===== config.mk =====
export PLATFORM = sky130hd
export DESIGN_NAME = sdcd_top
export DESIGN_NICKNAME = d
export VERILOG_FILES = /design/src/hw/sdcd_pkg.sv /design/src/hw/sdcd_delay.sv /design/src/hw/sdcd_top.sv
export VERILOG_INCLUDE_DIRS = /design/src /design/src/hw
export SDC_FILE = /design/constraint.sdc
export NUM_CORES = 1
export LEC_CHECK = 0
export ABC_AREA = 1
export BUFFER_PORTS_ARGS = -buffer_cell sky130_fd_sc_hd__buf_4
export CELL_PAD_IN_SITES_DETAIL_PLACEMENT = 0
export CELL_PAD_IN_SITES_GLOBAL_PLACEMENT = 1
export CORE_UTILIZATION = 45
export DETAILED_ROUTE_END_ITERATION = 12
export PLACE_DENSITY = 0.91
export SYNTH_ARGS = -nofsm -noshare
export SYNTH_HDL_FRONTEND = slang
export SYNTH_SLANG_ARGS = --single-unit

===== constraint.sdc =====
create_clock -name clk_sys -period 4.54 [get_ports clk_sys]
set_clock_uncertainty 0.2 [all_clocks]
set_input_delay 0.908 -clock clk_sys [delete_from_list [all_inputs] [get_ports clk_sys]]
set_output_delay 0.908 -clock clk_sys [all_outputs]
set_load 0.005 [all_outputs]

===== src/hw/sdcd_regs.svh =====
// Constants of the command decoder: pin encodings, field positions, mode defaults and timing.
`ifndef SDCD_REGS_SVH
`define SDCD_REGS_SVH

`define SDCD_ROW_W 13
`define SDCD_COL_W 9
`define SDCD_BANK_W 2
`define SDCD_NBANK 4
`define SDCD_AP_BIT 10
`define SDCD_DS_LSB 5
`define SDCD_DS_MSB 6
`define SDCD_CL_LSB 4
`define SDCD_CL_MSB 6
`define SDCD_MODE_MAIN 2'h0
`define SDCD_MODE_EXT 2'h2
`define SDCD_DS_FULL 2'h0
`define SDCD_DS_HALF 2'h1
`define SDCD_EXT_RESET 13'h0020
`define SDCD_MODE_RESET 13'h0020
`define SDCD_CL2 3'h2
`define SDCD_CL3 3'h3
`define SDCD_MASK_LAT 2
`define SDCD_MODE_LOAD_SPACING_CK 2
`define SDCD_CLK_PERIOD_NS 50
`define SDCD_OPEN_TO_ACCESS_NS 19
`define SDCD_SAME_BANK_OPEN_NS 67
`define SDCD_CROSS_BANK_OPEN_NS 15
`define SDCD_CYC(ns) (((ns) + `SDCD_CLK_PERIOD_NS - 1) / `SDCD_CLK_PERIOD_NS)

`endif


===== src/hw/sdcd_pkg.sv =====
// Types shared by the command decoder files.
`default_nettype none
package sdcd_pkg;
	`include "sdcd_regs.svh"

	typedef enum logic [3:0] {
		SDCD_CMD_NOP,
		SDCD_CMD_ROW_OPEN,
		SDCD_CMD_READ,
		SDCD_CMD_WRITE,
		SDCD_CMD_BURST_STOP,
		SDCD_CMD_DEEP_PD,
		SDCD_CMD_PRECHARGE,
		SDCD_CMD_REFRESH,
		SDCD_CMD_SELF_REFRESH,
		SDCD_CMD_MODE_LOAD,
		SDCD_CMD_MODE_RSVD
	} sdcd_cmd_t;

	typedef struct packed {
		logic cke;
		logic cs_n;
		logic ras_n;
		logic cas_n;
		logic we_n;
		logic dqm;
		logic [`SDCD_BANK_W-1:0] ba;
		logic [`SDCD_ROW_W-1:0] addr;
	} sdcd_pins_t;

	typedef struct packed {
		sdcd_cmd_t cmd;
		logic [`SDCD_BANK_W-1:0] bank;
		logic [`SDCD_ROW_W-1:0] row;
		logic [`SDCD_COL_W-1:0] col;
		logic auto_pre;
		logic all_banks;
	} sdcd_dec_t;
endpackage : sdcd_pkg
`default_nettype wire


===== src/hw/sdcd_delay.sv =====
// Short shift line delaying a one-bit level by a fixed count of clocks.
`timescale 1ns/1ps
`default_nettype none
module sdcd_delay #(
	parameter int DEPTH = 2
) (
	input wire logic clk_sys,
	input wire logic nrst,
	input wire logic din,
	output logic dout
);
	logic [DEPTH-1:0] pipe_reg;

	always_ff @(posedge clk_sys or negedge nrst) begin
		if (!nrst) begin
			pipe_reg <= '0;
		end else begin
			pipe_reg <= {pipe_reg[DEPTH-2:0], din};
		end
	end

	assign dout = pipe_reg[DEPTH-1];
endmodule : sdcd_delay
`default_nettype wire


===== src/hw/sdcd_top.sv =====
// Command decoder of a low-power synchronous DRAM, seen from inside the memory.
// Functional notes
// - Deselect or NOP starts nothing new.
// - Row open: bank and row A0-A12.
// - Read: bank and column A0-A8.
// - Write: bank and column, starts burst.
// - A10 high gives one-shot auto precharge.
// - Burst stop or deep power-down by CKE.
// - Precharge one bank, or all if A10.
// - Auto refresh or self refresh by CKE.
// - Refresh uses internal counter, ignores addresses.
// - Mode load: BA selects main or extended.
// - Mask blocks writes, tristates reads two later.
// - All inputs sampled on rising clock, except read_active, which gates read_out_enable directly.
// - Drive strength from extended bits A5-A6.
// - Read latency two or three clocks.
`timescale 1ns/1ps
`default_nettype none
`include "sdcd_regs.svh"
module sdcd_top
	import sdcd_pkg::*;
(
	input wire logic clk_sys,
	input wire logic nrst,
	input wire sdcd_pkg::sdcd_pins_t pins,
	input wire logic burst_active,
	input wire logic read_active,
	output var sdcd_pkg::sdcd_dec_t dec,
	output logic cmd_valid,
	output logic [`SDCD_NBANK-1:0] bank_open,
	output logic [`SDCD_ROW_W-1:0] refresh_row,
	output logic [`SDCD_BANK_W-1:0] refresh_bank,
	output logic deep_power_down,
	output logic self_refresh,
	output logic write_mask,
	output logic read_out_enable,
	output logic [1:0] drive_strength,
	output logic [2:0] read_latency,
	output logic [`SDCD_ROW_W-1:0] mode_word,
	output logic [`SDCD_ROW_W-1:0] ext_mode_word,
	output logic timing_error
);
	import sdcd_pkg::*;

	localparam int OPEN_TO_ACCESS_CK = `SDCD_CYC(`SDCD_OPEN_TO_ACCESS_NS);
	localparam int SAME_BANK_OPEN_CK = `SDCD_CYC(`SDCD_SAME_BANK_OPEN_NS);
	localparam int CROSS_BANK_OPEN_CK = `SDCD_CYC(`SDCD_CROSS_BANK_OPEN_NS);
	localparam int TW = 4;

	// ****************************************************************
	// Input capture and decode
	// ****************************************************************
	sdcd_pins_t pins_reg;
	sdcd_dec_t dec_reg;
	sdcd_dec_t dec_next;
	logic cmd_valid_reg;

	always_ff @(posedge clk_sys or negedge nrst) begin
		if (!nrst) begin
			pins_reg <= '{cke: 1'b1, cs_n: 1'b1, ras_n: 1'b1, cas_n: 1'b1, we_n: 1'b1, dqm: 1'b1, default: '0};
		end else begin
			pins_reg <= pins;
		end
	end

	wire [3:0] code = {pins_reg.cs_n, pins_reg.ras_n, pins_reg.cas_n, pins_reg.we_n};
	wire ck_hi = pins_reg.cke;
	wire [`SDCD_BANK_W-1:0] ba_in = pins_reg.ba;
	wire a10 = pins_reg.addr[`SDCD_AP_BIT];

	always_comb begin
		dec_next = '0;
		dec_next.cmd = SDCD_CMD_NOP;
		dec_next.bank = ba_in;
		unique casez (code)
			4'b1???, 4'b0111: dec_next.cmd = SDCD_CMD_NOP;
			4'b0011: begin
				dec_next.cmd = SDCD_CMD_ROW_OPEN;
				dec_next.row = pins_reg.addr;
			end
			4'b0101: begin
				dec_next.cmd = SDCD_CMD_READ;
				dec_next.col = pins_reg.addr[`SDCD_COL_W-1:0];
				dec_next.auto_pre = a10;
			end
			4'b0100: begin
				dec_next.cmd = SDCD_CMD_WRITE;
				dec_next.col = pins_reg.addr[`SDCD_COL_W-1:0];
				dec_next.auto_pre = a10;
			end
			4'b0110: dec_next.cmd = ck_hi ? SDCD_CMD_BURST_STOP : SDCD_CMD_DEEP_PD;
			4'b0010: begin
				dec_next.cmd = SDCD_CMD_PRECHARGE;
				dec_next.all_banks = a10;
				dec_next.bank = a10 ? '0 : ba_in;
			end
			4'b0001: begin
				dec_next.cmd = ck_hi ? SDCD_CMD_REFRESH : SDCD_CMD_SELF_REFRESH;
				dec_next.bank = refresh_bank;
				dec_next.row = refresh_row;
			end
			4'b0000: begin
				dec_next.row = pins_reg.addr;
				dec_next.cmd = (ba_in == `SDCD_MODE_MAIN || ba_in == `SDCD_MODE_EXT)
					? SDCD_CMD_MODE_LOAD : SDCD_CMD_MODE_RSVD;
			end
		endcase
	end

	wire is_open = dec_next.cmd == SDCD_CMD_ROW_OPEN;
	wire is_access = dec_next.cmd == SDCD_CMD_READ || dec_next.cmd == SDCD_CMD_WRITE;
	wire is_pre = dec_next.cmd == SDCD_CMD_PRECHARGE;
	wire is_ref = dec_next.cmd == SDCD_CMD_REFRESH || dec_next.cmd == SDCD_CMD_SELF_REFRESH;
	wire is_mode = dec_next.cmd == SDCD_CMD_MODE_LOAD;
	wire is_exec = dec_next.cmd != SDCD_CMD_NOP;

	// ****************************************************************
	// Bank state and spacing timers
	// ****************************************************************
	logic [`SDCD_NBANK-1:0] open_reg;
	logic [`SDCD_NBANK-1:0] open_next;
	logic [TW-1:0] acc_tmr_reg [`SDCD_NBANK];
	logic [TW-1:0] rc_tmr_reg [`SDCD_NBANK];
	logic [TW-1:0] rrd_tmr_reg;
	logic [TW-1:0] mrd_tmr_reg;
	logic err_reg;
	logic err_next;
	logic bst_ap_reg;

	wire [`SDCD_NBANK-1:0] sel = `SDCD_NBANK'(1) << dec_next.bank;

	// Precharge clears the bank, an auto-precharged access clears it too.
	assign open_next = is_open ? (open_reg | sel)
		: is_pre ? (dec_next.all_banks ? '0 : (open_reg & ~sel))
		: (is_access && dec_next.auto_pre) ? (open_reg & ~sel)
		: open_reg;

	// Protocol breaches from the controller are flagged, not blocked.
	assign err_next = (is_exec && mrd_tmr_reg != '0)
		|| (is_mode && (open_reg != '0 || burst_active))
		|| (is_access && !open_reg[dec_next.bank])
		|| (is_access && acc_tmr_reg[dec_next.bank] != '0)
		|| (is_open && open_reg[dec_next.bank])
		|| (is_open && rc_tmr_reg[dec_next.bank] != '0)
		|| (is_open && rrd_tmr_reg != '0)
		|| (dec_next.cmd == SDCD_CMD_BURST_STOP && bst_ap_reg)
		|| dec_next.cmd == SDCD_CMD_MODE_RSVD;

	genvar b;
	generate
		for (b = 0; b < `SDCD_NBANK; b++) begin : g_bank
			always_ff @(posedge clk_sys or negedge nrst) begin
				if (!nrst) begin
					acc_tmr_reg[b] <= '0;
					rc_tmr_reg[b] <= '0;
				end else if (is_open && sel[b]) begin
					acc_tmr_reg[b] <= TW'(OPEN_TO_ACCESS_CK - 1);
					rc_tmr_reg[b] <= TW'(SAME_BANK_OPEN_CK - 1);
				end else begin
					acc_tmr_reg[b] <= (acc_tmr_reg[b] != '0) ? acc_tmr_reg[b] - 1'b1 : '0;
					rc_tmr_reg[b] <= (rc_tmr_reg[b] != '0) ? rc_tmr_reg[b] - 1'b1 : '0;
				end
			end
		end
	endgenerate

	wire [TW-1:0] rrd_next = is_open ? TW'(CROSS_BANK_OPEN_CK - 1)
		: (rrd_tmr_reg != '0) ? rrd_tmr_reg - 1'b1 : '0;
	wire [TW-1:0] mrd_next = is_mode ? TW'(`SDCD_MODE_LOAD_SPACING_CK - 1)
		: (mrd_tmr_reg != '0) ? mrd_tmr_reg - 1'b1 : '0;
	wire bst_ap_next = is_access ? dec_next.auto_pre : bst_ap_reg;

	// ****************************************************************
	// Refresh counter, power states and mode words
	// ****************************************************************
	logic [`SDCD_ROW_W+`SDCD_BANK_W-1:0] rfc_reg;
	logic dpd_reg;
	logic sref_reg;
	logic [`SDCD_ROW_W-1:0] mode_reg;
	logic [`SDCD_ROW_W-1:0] ext_reg;

	wire [`SDCD_ROW_W+`SDCD_BANK_W-1:0] rfc_next = is_ref ? rfc_reg + 1'b1 : rfc_reg;
	wire dpd_next = (dec_next.cmd == SDCD_CMD_DEEP_PD) ? 1'b1 : (ck_hi ? 1'b0 : dpd_reg);
	wire sref_next = (dec_next.cmd == SDCD_CMD_SELF_REFRESH) ? 1'b1 : (ck_hi ? 1'b0 : sref_reg);
	wire load_main = is_mode && ba_in == `SDCD_MODE_MAIN;
	wire load_ext = is_mode && ba_in == `SDCD_MODE_EXT;
	wire [2:0] cl_field = mode_reg[`SDCD_CL_MSB:`SDCD_CL_LSB];

	always_ff @(posedge clk_sys or negedge nrst) begin
		if (!nrst) begin
			dec_reg <= '0;
			cmd_valid_reg <= 1'b0;
			open_reg <= '0;
			rrd_tmr_reg <= '0;
			mrd_tmr_reg <= '0;
			err_reg <= 1'b0;
			bst_ap_reg <= 1'b0;
			rfc_reg <= '0;
			dpd_reg <= 1'b0;
			sref_reg <= 1'b0;
			mode_reg <= `SDCD_MODE_RESET;
			ext_reg <= `SDCD_EXT_RESET;
		end else begin
			dec_reg <= dec_next;
			cmd_valid_reg <= is_exec;
			open_reg <= open_next;
			rrd_tmr_reg <= rrd_next;
			mrd_tmr_reg <= mrd_next;
			err_reg <= err_reg | err_next;
			bst_ap_reg <= bst_ap_next;
			rfc_reg <= rfc_next;
			dpd_reg <= dpd_next;
			sref_reg <= sref_next;
			mode_reg <= load_main ? pins_reg.addr : mode_reg;
			ext_reg <= load_ext ? pins_reg.addr : ext_reg;
		end
	end

	// ****************************************************************
	// Data mask
	// ****************************************************************
	logic mask_late;

	sdcd_delay #(
		.DEPTH(`SDCD_MASK_LAT)
	) u_mask_delay (
		.clk_sys(clk_sys),
		.nrst(nrst),
		.din(pins_reg.dqm),
		.dout(mask_late)
	);

	assign write_mask = pins_reg.dqm;
	assign read_out_enable = read_active && !mask_late;

	assign dec = dec_reg;
	assign cmd_valid = cmd_valid_reg;
	assign bank_open = open_reg;
	assign refresh_row = rfc_reg[`SDCD_ROW_W-1:0];
	assign refresh_bank = rfc_reg[`SDCD_ROW_W+`SDCD_BANK_W-1:`SDCD_ROW_W];
	assign deep_power_down = dpd_reg;
	assign self_refresh = sref_reg;
	assign drive_strength = ext_reg[`SDCD_DS_MSB:`SDCD_DS_LSB];
	assign read_latency = (cl_field == `SDCD_CL3) ? `SDCD_CL3 : `SDCD_CL2;
	assign mode_word = mode_reg;
	assign ext_mode_word = ext_reg;
	assign timing_error = err_reg;
endmodule : sdcd_top
`default_nettype wire

==> results_dict.tcl, run 1 <==
set metrics [dict create \
    synth_nets 651 \
    cts-htree-levels 4 \
    post_cts_resized 0 \
    drive_gt1_share_pct 24.0 \
    layout.area.seq_um2 3590 \
    die_width_um 117 \
    cp_startpoint_kind "flop" \
    largest_register_ffs 30 \
    cts.sinks 143 \
    worst-setup-path-type "reg2reg" \
    port-buffer-count 108 \
    power.static_leakage_nw 4.11 \
    setup_viol 0 \
    post-route-drc-count 0 \
    layout.filler_cells 1129 \
    hold_path_endpoint "u_mask_delay.pipe_reg[1]" \
    routedWlPerCell_um 14.5 \
    placementRows 41 \
    design.final.nets 764 \
    final_util_pct 58.7 \
    timing_hold_violations_final 0 \
    synthArstFlopShare_pct 100 \
    wirelength_um 13400 \
    regToRegStartpoint "code[1]" \
    grt.overflow.total 0 \
    layout_commonest_cell "sky130_fd_sc_hd__dfrtp_1" \
    cts_root_buffer "sky130_fd_sc_hd__clkbuf_16" \
    cp_max_fanout 21 \
    rsz0062_at_grt "no" \
    run_status "completed" \
    arrival_ns 2.65 \
    min_period_over_period_pct 56.1 \
    post-dp-hpwl_um 9330 \
    yosysWarnings 0 \
    timing.slew.headroom_pct 35.4 \
    largest_net_degree_at_the_start_of_global_routing 93 \
    timing.fmax_mhz 393 \
    final_max_slew_viol_count 0 \
    post_synthesis_instance_area_um2 5920 \
    placeableCoreArea_um2 12700 \
    p_per_area_nw_per_um2 443 \
    setup.reg_to_reg.worst_slack_ns 1.99 \
    ioPinCount 111 \
    antennaDiodeCount 0 \
    detail_route.vias_per_cell 4.87 \
    clockBufferDepth 2 \
    dr_total_vias 4487 \
    globalRouteTotalUtil_pct 21.8 \
    postCtsSetupBuffers 0 \
    synth_enable_flop_cells 0 \
    timing.hold.worst.start "u_mask_delay.pipe_reg[0]" \
    netlist_instances 623 \
    number_of_antenna_violations_at_the_first_check_in_global_routing 0 \
    clock_buffer_count_from_cts 17 \
    place.gp.congestion 0.838 \
    hold_critical_path_depth 0 \
    ir_drop_uv 263 \
    dr.pass1.iters 5 \
    path_clk_slew_ns 0.06 \
    min-delay-path-class "reg2reg" \
    r2r-end "timing_error" \
    die_area_um2 13600 \
    cts.hold.buffers_added 0 \
    slew_at_the_pin_with_the_worst_max_slew_slack_ns 0.966 \
    cp.required_ns 4.64 \
    synth.avg_cell_area_um2 9.50 \
    via_count_of_the_first_global_routing_pass 4516 \
    fp.dieH_um 117 \
    synth-seq-cells 143 \
    worstRegToRegCells 9 \
    floorplan.initialDensity_pct 46.5 \
    timing.final.crit_period_ns 2.55 \
    endpoint_kind "flop" \
    grt_pass1_wl_um 22000 \
    footprint_of_the_multi_input_gates_um2 1830 \
    synth_flop_cell "sky130_fd_sc_hd__dfrtp_1" \
    number_of_nets_still_failing_antenna_checks_after_routing 0 \
    tritoncts_clock_tree "yes" \
    yosysSeqAreaShare_pct 60.6 \
    drt_iter0_drc 342 \
    layout-area-overhead-vs-synth_pct 26.2 \
    maxCapViolations 0 \
    layout_common_cells "sky130_fd_sc_hd__dfrtp_1 (135), sky130_fd_sc_hd__nand2_1 (116), sky130_fd_sc_hd__buf_4 (109), sky130_fd_sc_hd__inv_1 (99), sky130_fd_sc_hd__nor2_1 (65)" \
    yosys.cell_types.count 40 \
    fin_setup_tns_ns 0 \
    insertion_delay_to_the_later_sink_of_the_worst_skew_pair_ns 0.43 \
]
-- stage by stage --
step,hold WS [ns],worst slack [ns],total power (W),cell area (µm²),cells
3_5_place_dp,0.139,2.05,0.00187,6850,889
4_1_cts,0.155,2.02,0.00334,7470,921
3_3_place_gp,0.137,2.06,0.00186,6850,889
6_report,0.151,1.99,0.00331,7470,921
2_1_floorplan,0.131,2.41,0.00165,5920,623
5_1_grt,0.167,1.69,0.00347,7470,921
-- synthesized netlist by cell type (2+ instances only) --
cell type | n | area share, %
sky130_fd_sc_hd__a211oi_1 | 2 | 0.25
sky130_fd_sc_hd__a21oi_1 | 7 | 0.59
sky130_fd_sc_hd__buf_2 | 3 | 0.25
sky130_fd_sc_hd__buf_4 | 4 | 0.51
sky130_fd_sc_hd__buf_6 | 3 | 0.57
sky130_fd_sc_hd__clkbuf_1 | 5 | 0.32
sky130_fd_sc_hd__conb_1 | 2 | 0.13
sky130_fd_sc_hd__dfrtp_1 | 135 | 57
sky130_fd_sc_hd__dfstp_2 | 8 | 3.6
sky130_fd_sc_hd__ha_1 | 3 | 0.63
sky130_fd_sc_hd__inv_1 | 99 | 6.3
sky130_fd_sc_hd__inv_2 | 4 | 0.25
sky130_fd_sc_hd__nand2_1 | 116 | 7.4
sky130_fd_sc_hd__nand2_2 | 9 | 0.95
sky130_fd_sc_hd__nand2_4 | 4 | 0.76
sky130_fd_sc_hd__nand3_1 | 27 | 2.3
sky130_fd_sc_hd__nand3_2 | 7 | 1.2
sky130_fd_sc_hd__nand3b_1 | 4 | 0.51
sky130_fd_sc_hd__nand4_1 | 2 | 0.21
sky130_fd_sc_hd__nor2_1 | 65 | 4.1
sky130_fd_sc_hd__nor2_2 | 4 | 0.42
sky130_fd_sc_hd__nor3_1 | 13 | 1.1
sky130_fd_sc_hd__nor3b_1 | 2 | 0.25
sky130_fd_sc_hd__nor4_1 | 3 | 0.32
sky130_fd_sc_hd__o211ai_1 | 5 | 0.63
sky130_fd_sc_hd__o21ai_0 | 51 | 4.3
sky130_fd_sc_hd__o21ai_1 | 2 | 0.17
sky130_fd_sc_hd__o21bai_1 | 3 | 0.38
sky130_fd_sc_hd__o22ai_1 | 8 | 0.85
sky130_fd_sc_hd__xnor2_1 | 3 | 0.44
sky130_fd_sc_hd__xor2_1 | 11 | 1.6
-- how the worst max path moves through the flow --
stage / startpoint / to / slack, ns / cells past startpoint
after floorplan: read_active / read_out_enable / 2.41 / 2
after global placement: code[1] / timing_error / 2.06 / 9
after detailed placement: code[1] / timing_error / 2.05 / 9
after CTS: code[1] / timing_error / 2.02 / 9
after global routing: code[1] / timing_error / 1.69 / 9
final: code[1] / timing_error / 1.99 / 9
-- layout make-up --
type	count	area share, %
clock inverters	12	2.46
clock buffers	20	5.84
inverters	104	5.26
flip-flops and latches	143	48.0
well taps	172	2.88
multi-input cells	360	24.4
repair buffers	110	11.1
-- critical path, cell delays in order, from the launching register on --
cell                      delay, ns
sky130_fd_sc_hd__dfstp_2       0.58
sky130_fd_sc_hd__nor2_2        0.08
sky130_fd_sc_hd__nand2_2       0.40
sky130_fd_sc_hd__inv_4         0.16
sky130_fd_sc_hd__nand2_1       0.15
sky130_fd_sc_hd__nand2_1       0.11
sky130_fd_sc_hd__nor4_1        0.38
sky130_fd_sc_hd__o21ai_0       0.14
sky130_fd_sc_hd__nor2_1        0.13
sky130_fd_sc_hd__nand3_1       0.08
-- layer usage --
layer,up-vias,track usage (%),wire length (µm)
met2,125,34.8,6480
li1,2174,-,-
met3,28,5.19,649
met1,2160,27.7,5870
met4,0,11.7,378
met5,-,0,0
-- logic make-up (layout without fill, tap and decap cells) --
logic type      count (synthesis)  in the layout  share of synthesized area, %
compound gates                 81             81                          7.63
xor+xnor                       14             14                          2.07
fa+ha+maj                       3              3                         0.634
buf+inv                       120            246                          8.54
flops                         143            143                          60.6
other cells                     2              2                         0.127
simple gates                  260            260                          20.4
-- report_power, final --
group	internal (W)	switching (W)
combinational	0.000184	0.000203
clock	0.000925	0.000539
sequential	0.00138	0.0000805
total	0.00249	0.000822
(Power assumes the default switching activity.)
==> inputs of run 2 (changes only) <==
--- a/config.mk
+++ b/config.mk
@@ -10,9 +10,9 @@
 export BUFFER_PORTS_ARGS = -buffer_cell sky130_fd_sc_hd__buf_4
 export CELL_PAD_IN_SITES_DETAIL_PLACEMENT = 0
 export CELL_PAD_IN_SITES_GLOBAL_PLACEMENT = 1
-export CORE_UTILIZATION = 45
+export CORE_UTILIZATION = 38
 export DETAILED_ROUTE_END_ITERATION = 12
-export PLACE_DENSITY = 0.91
+export PLACE_DENSITY = 0.83
 export SYNTH_ARGS = -nofsm -noshare
 export SYNTH_HDL_FRONTEND = slang
 export SYNTH_SLANG_ARGS = --single-unit
==> constraint.sdc (replaced) <==
create_clock -name clk_sys -period 2.2 [get_ports clk_sys]
set_clock_uncertainty 0.2 [all_clocks]
set_input_delay 0.44 -clock clk_sys [delete_from_list [all_inputs] [get_ports clk_sys]]
set_output_delay 0.44 -clock clk_sys [all_outputs]
set_load 0.005 [all_outputs]
==> results_dict.tcl, run 2 (synthesized netlist as in run 1, its figures left out) <==
set metrics [dict create \
    run_status "completed" \
    drive_gt1_share_pct 26.2 \
    floorplan.initialDensity_pct 38.9 \
    p_per_area_nw_per_um2 830 \
    number_of_nets_still_failing_antenna_checks_after_routing 0 \
    post-dp-hpwl_um 9910 \
    path_clk_slew_ns 0.06 \
    port-buffer-count 108 \
    routedWlPerCell_um 14.5 \
    post-route-drc-count 0 \
    min_period_over_period_pct 95.7 \
    dpl_cell_area_um2 6970 \
    power.share.clock_pct 40.9 \
    tritoncts_clock_tree "yes" \
    ir_drop_uv 591 \
    globalRouteTotalUtil_pct 18.6 \
    number_of_antenna_violations_at_the_first_check_in_global_routing 0 \
    wirelength_um 14200 \
    relative_contribution_of_combinational_cells_to_total_power_pct 13.5 \
    pwr-share-seq_pct 45.6 \
    grt.overflow.total 0 \
    worst-setup-path-type "reg2reg" \
    min-delay-path-class "reg2reg" \
    design.final.nets 804 \
    cts-htree-levels 4 \
    fp.dieH_um 127 \
    placementRows 45 \
    final_cell_count_no_fill 977 \
    arrival_ns 2.21 \
    drt_iter0_drc 282 \
    via_count_of_the_first_global_routing_pass 4460 \
    insertion_delay_to_the_later_sink_of_the_worst_skew_pair_ns 0.43 \
    detail_route.vias_per_cell 4.71 \
    place.gp.congestion 0.893 \
    clockBufferDepth 2 \
    finish.instance_area_um2 7970 \
    power.static_leakage_nw 4.32 \
    setup_viol 0 \
    final_util_pct 52.4 \
    placeableCoreArea_um2 15200 \
    switching_pwr_w 0.00176 \
    ioPinCount 111 \
    cp_startpoint_kind "flop" \
    timing.fmax_mhz 475 \
    swShare_pct 26.6 \
    cts.sinks 143 \
    die_area_um2 16100 \
    endpoint_kind "flop" \
    internal-power_w 0.00485 \
    layout-area-overhead-vs-synth_pct 34.6 \
    antennaDiodeCount 0 \
    cts_root_buffer "sky130_fd_sc_hd__clkbuf_16" \
    die_width_um 127 \
    largest_net_degree_at_the_start_of_global_routing 54 \
    dr.pass1.iters 5 \
    timing_hold_violations_final 0 \
    dr_total_vias 4599 \
    layout.filler_cells 1348 \
    final_max_slew_viol_count 0 \
    layout_commonest_cell "sky130_fd_sc_hd__dfrtp_1" \
    placedCellCount 914 \
    total_power_w 0.00661 \
    cp.required_ns 2.30 \
    largest_register_ffs 30 \
    setup_ws_ns 0.0942 \
    timing.final.crit_period_ns 2.11 \
    dp_slack_ns 0.0638 \
    maxCapViolations 0 \
    layout_common_cells "sky130_fd_sc_hd__dfrtp_1 (135), sky130_fd_sc_hd__buf_4 (120), sky130_fd_sc_hd__nand2_1 (115), sky130_fd_sc_hd__inv_1 (98), sky130_fd_sc_hd__nor2_1 (64)" \
    clock_buffer_count_from_cts 17 \
    cp_max_fanout 8 \
    grt_pass1_wl_um 22900 \
]
run 2: cell count changes in the layout (fill, tap and decap cells not counted), moves of 3 or more:
cell and change:
sky130_fd_sc_hd__nand3_4 +3, sky130_fd_sc_hd__buf_4 +11, sky130_fd_sc_hd__clkbuf_8 +3, sky130_fd_sc_hd__nand2_4 +5
sky130_fd_sc_hd__buf_12 +4, sky130_fd_sc_hd__dlygate4sd3_1 +22, sky130_fd_sc_hd__nand2_2 -5, sky130_fd_sc_hd__nor2_4 +3
sky130_fd_sc_hd__clkbuf_1 -3, sky130_fd_sc_hd__bufinv_16 -4
run 2: worst paths after layout:
path | from | endpoint | slack (ns) | depth (start not counted)
max | code[1] | timing_error | 0.09 | 12
min | u_mask_delay.pipe_reg[0] | u_mask_delay.pipe_reg[1] | 0.15 | 0
max reg2reg | code[1] | timing_error | 0.09 | 12
min reg2reg | u_mask_delay.pipe_reg[0] | u_mask_delay.pipe_reg[1] | 0.15 | 0
max in group asynchronous | nrst | write_mask | 0.80 | 3
min in group asynchronous | nrst | bank_open[3] | 0.33 | 2
run 2: metal layers:
layer,wire [µm],global-route usage [%]
met2,6950,30.1
met1,6400,24.1
met5,0,0
met3,612,4.05
met4,240,7.98
run 2: area by class of cell:
class                      count  area [µm²]  area share (%)
tap                          188         235            2.95
sequential                   143        3590            45.0
clock inverter                12        98.8            1.24
multi-input combinational    361        1950            24.4
inverter                     104         393            4.93
timing repair buffer         149        1240            15.5
clock buffer                  20         467            5.86
run 2: worst max-delay path, cell delays in order (launching register included):
cell and delay, ns:
sky130_fd_sc_hd__dfstp_2 0.59, sky130_fd_sc_hd__inv_2 0.07, sky130_fd_sc_hd__nor2_4 0.22, sky130_fd_sc_hd__nand3_4 0.12, sky130_fd_sc_hd__nand3_4 0.13, sky130_fd_sc_hd__nand2_8 0.08
sky130_fd_sc_hd__buf_8 0.15, sky130_fd_sc_hd__nand3_1 0.07, sky130_fd_sc_hd__nand2_1 0.07, sky130_fd_sc_hd__nor2_1 0.09, sky130_fd_sc_hd__nand3_1 0.09, sky130_fd_sc_hd__nand2_1 0.07
sky130_fd_sc_hd__nand3_1 0.06
run 2: timing repair:
item | 4_1_cts | 5_1_grt
hold buffers | 22 | 0
gates resized for setup | 0 | 24
endpoints found under the hold margin | 64 | 0
setup buffers | 0 | 8
endpoints found under the setup margin | 0 | 45
run 2: metrics by stage:
step,TNS (ns),hold slack [ns]
6_report,0,0.147
5_1_grt,-0.0854,0.159
4_1_cts,0,0.150
3_5_place_dp,0,0.136
3_3_place_gp,0,0.138
2_1_floorplan,0,-0.0556
run 2: power by group through the flow:
stage	Combinational, W	Sequential (W)	Clock [W]
after global routing	0.000994	0.00304	0.00289
after CTS	0.000855	0.00302	0.00278
after detailed placement	0.000820	0.00306	0
after floorplan	0.000355	0.00304	0
final	0.000890	0.00302	0.00271
after global placement	0.000802	0.00305	0
==> inputs of run 3 (changes only) <==
--- a/config.mk
+++ b/config.mk
@@ -6,13 +6,13 @@
 export SDC_FILE = /design/constraint.sdc
 export NUM_CORES = 1
 export LEC_CHECK = 0
-export ABC_AREA = 1
 export BUFFER_PORTS_ARGS = -buffer_cell sky130_fd_sc_hd__buf_4
 export CELL_PAD_IN_SITES_DETAIL_PLACEMENT = 0
 export CELL_PAD_IN_SITES_GLOBAL_PLACEMENT = 1
-export CORE_UTILIZATION = 38
+export CORE_UTILIZATION = 39
 export DETAILED_ROUTE_END_ITERATION = 12
-export PLACE_DENSITY = 0.83
+export HOLD_SLACK_MARGIN = 0.12
+export PLACE_DENSITY = 0.82
 export SYNTH_ARGS = -nofsm -noshare
 export SYNTH_HDL_FRONTEND = slang
 export SYNTH_SLANG_ARGS = --single-unit
==> results_dict.tcl, run 3 <==
set metrics [dict create \
    run_status "finished, violations left" \
    violations "setup timing" \
    synth-seq-cells 143 \
    critical-path-top-delay-family "simple AND/OR/NAND/NOR gates" \
    fp.dieH_um 122 \
    regToRegStartpoint "code[3]" \
    hold_path_endpoint "u_mask_delay.pipe_reg[1]" \
    yosys.cell_types.count 51 \
    globalRouteTotalUtil_pct 20.1 \
    endpoint_kind "flop" \
    netlist_top_cells_area "sky130_fd_sc_hd__dfrtp_1 (60%), sky130_fd_sc_hd__mux2_2 (5.4%), sky130_fd_sc_hd__dfstp_2 (3.7%)" \
    grt.overflow.total 0 \
    tritoncts_clock_tree "yes" \
    number_of_antenna_violations_at_the_first_check_in_global_routing 0 \
    placedCellCount 780 \
    clockBufferDepth 2 \
    worst-setup-path-type "reg2reg" \
    floorplan.initialDensity_pct 40.2 \
    r2r-end "timing_error" \
    synth.avg_cell_area_um2 12.1 \
    yosys.cell_count.top_type "sky130_fd_sc_hd__dfrtp_1" \
    synthArstFlopShare_pct 100 \
    layout.filler_cells 1148 \
    layout_commonest_cell "sky130_fd_sc_hd__buf_4" \
    synth_largest_area_cell "sky130_fd_sc_hd__dfrtp_1" \
    timing.final.crit_period_ns 2.35 \
    synth_enable_flop_cells 0 \
    p_per_area_nw_per_um2 878 \
    clock_buffer_count_from_cts 17 \
    timing_hold_violations_final 0 \
    cts.sinks 143 \
    layout-area-overhead-vs-synth_pct 42.9 \
    slew_at_the_pin_with_the_worst_max_slew_slack_ns 0.641 \
    port-buffer-count 108 \
    placementRows 43 \
    synth_nets 493 \
    post-dp-hpwl_um 9460 \
    timing.hold.worst.start "u_mask_delay.pipe_reg[0]" \
    number_of_nets_still_failing_antenna_checks_after_routing 0 \
    yosysSeqAreaShare_pct 63.8 \
    cts-htree-levels 4 \
    netlist_top_cells_count "sky130_fd_sc_hd__dfrtp_1 (135), sky130_fd_sc_hd__nor2_1 (44), sky130_fd_sc_hd__nand2_1 (31)" \
    place.gp.congestion 0.847 \
    post-route-drc-count 0 \
    setup_viol 1 \
    dr_total_vias 4358 \
    maxCapViolations 0 \
    cp.required_ns 2.29 \
    critPathSlowestCell "sky130_fd_sc_hd__or4b_4" \
    placeableCoreArea_um2 14000 \
    wirelength_um 13900 \
    hold_critical_path_depth 0 \
    ioPinCount 111 \
    synth_flop_cell "sky130_fd_sc_hd__dfrtp_1" \
    insertion_delay_to_the_later_sink_of_the_worst_skew_pair_ns 0.43 \
    timing.critical_path.cells "or4b_4, a21boi_2, or2_4, nand4_1, and4_1, or4_1" \
    design.final.nets 681 \
    netlist_instances 465 \
    via_count_of_the_first_global_routing_pass 4441 \
    power.static_leakage_nw 4.02 \
    crit_buf_inv 0 \
    timing.fmax_mhz 425 \
    largest_net_degree_at_the_start_of_global_routing 49 \
    synthDominantCellAreaShare_pct 60.1 \
    final_max_slew_viol_count 0 \
    die_area_um2 14900 \
    largest_register_ffs 30 \
    worstRegToRegCells 6 \
    cp_max_fanout 5 \
    rsz0062_at_grt "yes" \
    antennaDiodeCount 0 \
    path_clk_slew_ns 0.06 \
    drive_gt1_share_pct 38.0 \
    cp_startpoint_kind "flop" \
    drt_iter0_drc 216 \
    detail_route.vias_per_cell 5.15 \
    ir_drop_uv 596 \
    dr.pass1.iters 4 \
    total_power_w 0.00706 \
    post_synthesis_instance_area_um2 5620 \
    final_cell_count_no_fill 846 \
    setup_ws_ns -0.153 \
    cpPeakStageDelay_ns 0.54 \
    timing.slew.headroom_pct 57.0 \
    min-delay-path-class "reg2reg" \
    setup.reg_to_reg.worst_slack_ns -0.15 \
    layout_common_cells "sky130_fd_sc_hd__buf_4 (156), sky130_fd_sc_hd__dfrtp_1 (135), sky130_fd_sc_hd__nor2_1 (41), sky130_fd_sc_hd__nand2_1 (28)" \
    yosysWarnings 0 \
    cts_root_buffer "sky130_fd_sc_hd__clkbuf_16" \
    arrival_ns 2.45 \
    min_period_over_period_pct 107 \
    die_width_um 122 \
    routedWlPerCell_um 16.5 \
    grt_pass1_wl_um 22300 \
]
==> run 3: changes by cell type after synthesis, sizes merged, moves of 9 or more <==
cell / before / now
nand2: 129 / 31
inv: 104 / 7
o21ai: 53 / 20
nand3: 34 / 6
mux2: 0 / 27
nor2: 70 / 44
a21oi: 7 / 25
a22o: 0 / 13
nor3: 14 / 27
and2: 0 / 11
o311a: 0 / 9
==> run 3: metal layers <==
metal | track usage, % | wire, µm | vias to the layer above
met3 | 7.77 | 1120 | 23
met1 | 23.7 | 5780 | 2146
li1 | - | - | 2032
met4 | 8.08 | 292 | 0
met2 | 32.7 | 6730 | 157
met5 | 0 | 0 | -
==> run 3: worst max path at each step <==
stage / depth (start not counted) / to / start / slack, ns
final: 6 / timing_error / code[3] / -0.15
after global routing: 6 / timing_error / code[0] / -0.24
after CTS: 6 / timing_error / code[3] / -0.12
after detailed placement: 7 / timing_error / code[0] / -0.21
after global placement: 7 / timing_error / code[0] / -0.17
after floorplan: 8 / timing_error / code[3] / -0.21
==> run 3: power breakdown <==
part | internal [W] | total [W] | leakage (nW) | switching (W)
Clock | 0.00203 | 0.00316 | 0.316 | 0.00113
Combinational | 0.000530 | 0.000893 | 1.83 | 0.000363
Sequential | 0.00284 | 0.00300 | 1.87 | 0.000167
Total | 0.00540 | 0.00706 | 4.02 | 0.00166
==> run 3: area by class of cell <==
class                      count  area [µm²]  area share [%]
sequential                   143        3590            44.6
multi-input combinational    297        2000            24.9
timing repair buffer         187        1530            19.1
clock buffer                  18         429            5.34
clock inverter                14         228            2.83
tap                          180         225            2.80
inverter                       7        33.8           0.420
==> run 3: cell families after synthesis <==
family | share of synthesized area (%)
fa+ha+maj | 0.667
buf+inv | 2.34
compound gates | 10.1
mux | 5.58
other cells | 0.134
flops | 63.8
xor+xnor | 2.34
simple gates | 15.1
==> run 3: metrics by stage <==
| step | utilization [%] | hold WS [ns] | worst slack (ns) | cell area (µm²) | TNS (ns) |
|---|---|---|---|---|---|
| 5_1_grt | 57.5 | 0.165 | -0.242 | 8040 | -0.986 |
| 4_1_cts | 56.7 | 0.157 | -0.122 | 7930 | -0.151 |
| 6_report | 57.5 | 0.151 | -0.153 | 8040 | -0.153 |
| 3_5_place_dp | 49.6 | 0.149 | -0.208 | 6940 | -0.781 |
| 3_3_place_gp | 49.6 | 0.138 | -0.167 | 6940 | -0.494 |
| 2_1_floorplan | - | -0.0556 | -0.213 | 5630 | -0.213 |
==> run 3: repair_timing <==
item                       in CTS  in global routing
gates resized for setup        17                 17
hold endpoints to repair       65                  0
setup endpoints to repair      33                 43
hold buffers                   22                  0
pin swaps                       8                  3
setup buffers                   5                  6
gates cloned                    1                  0
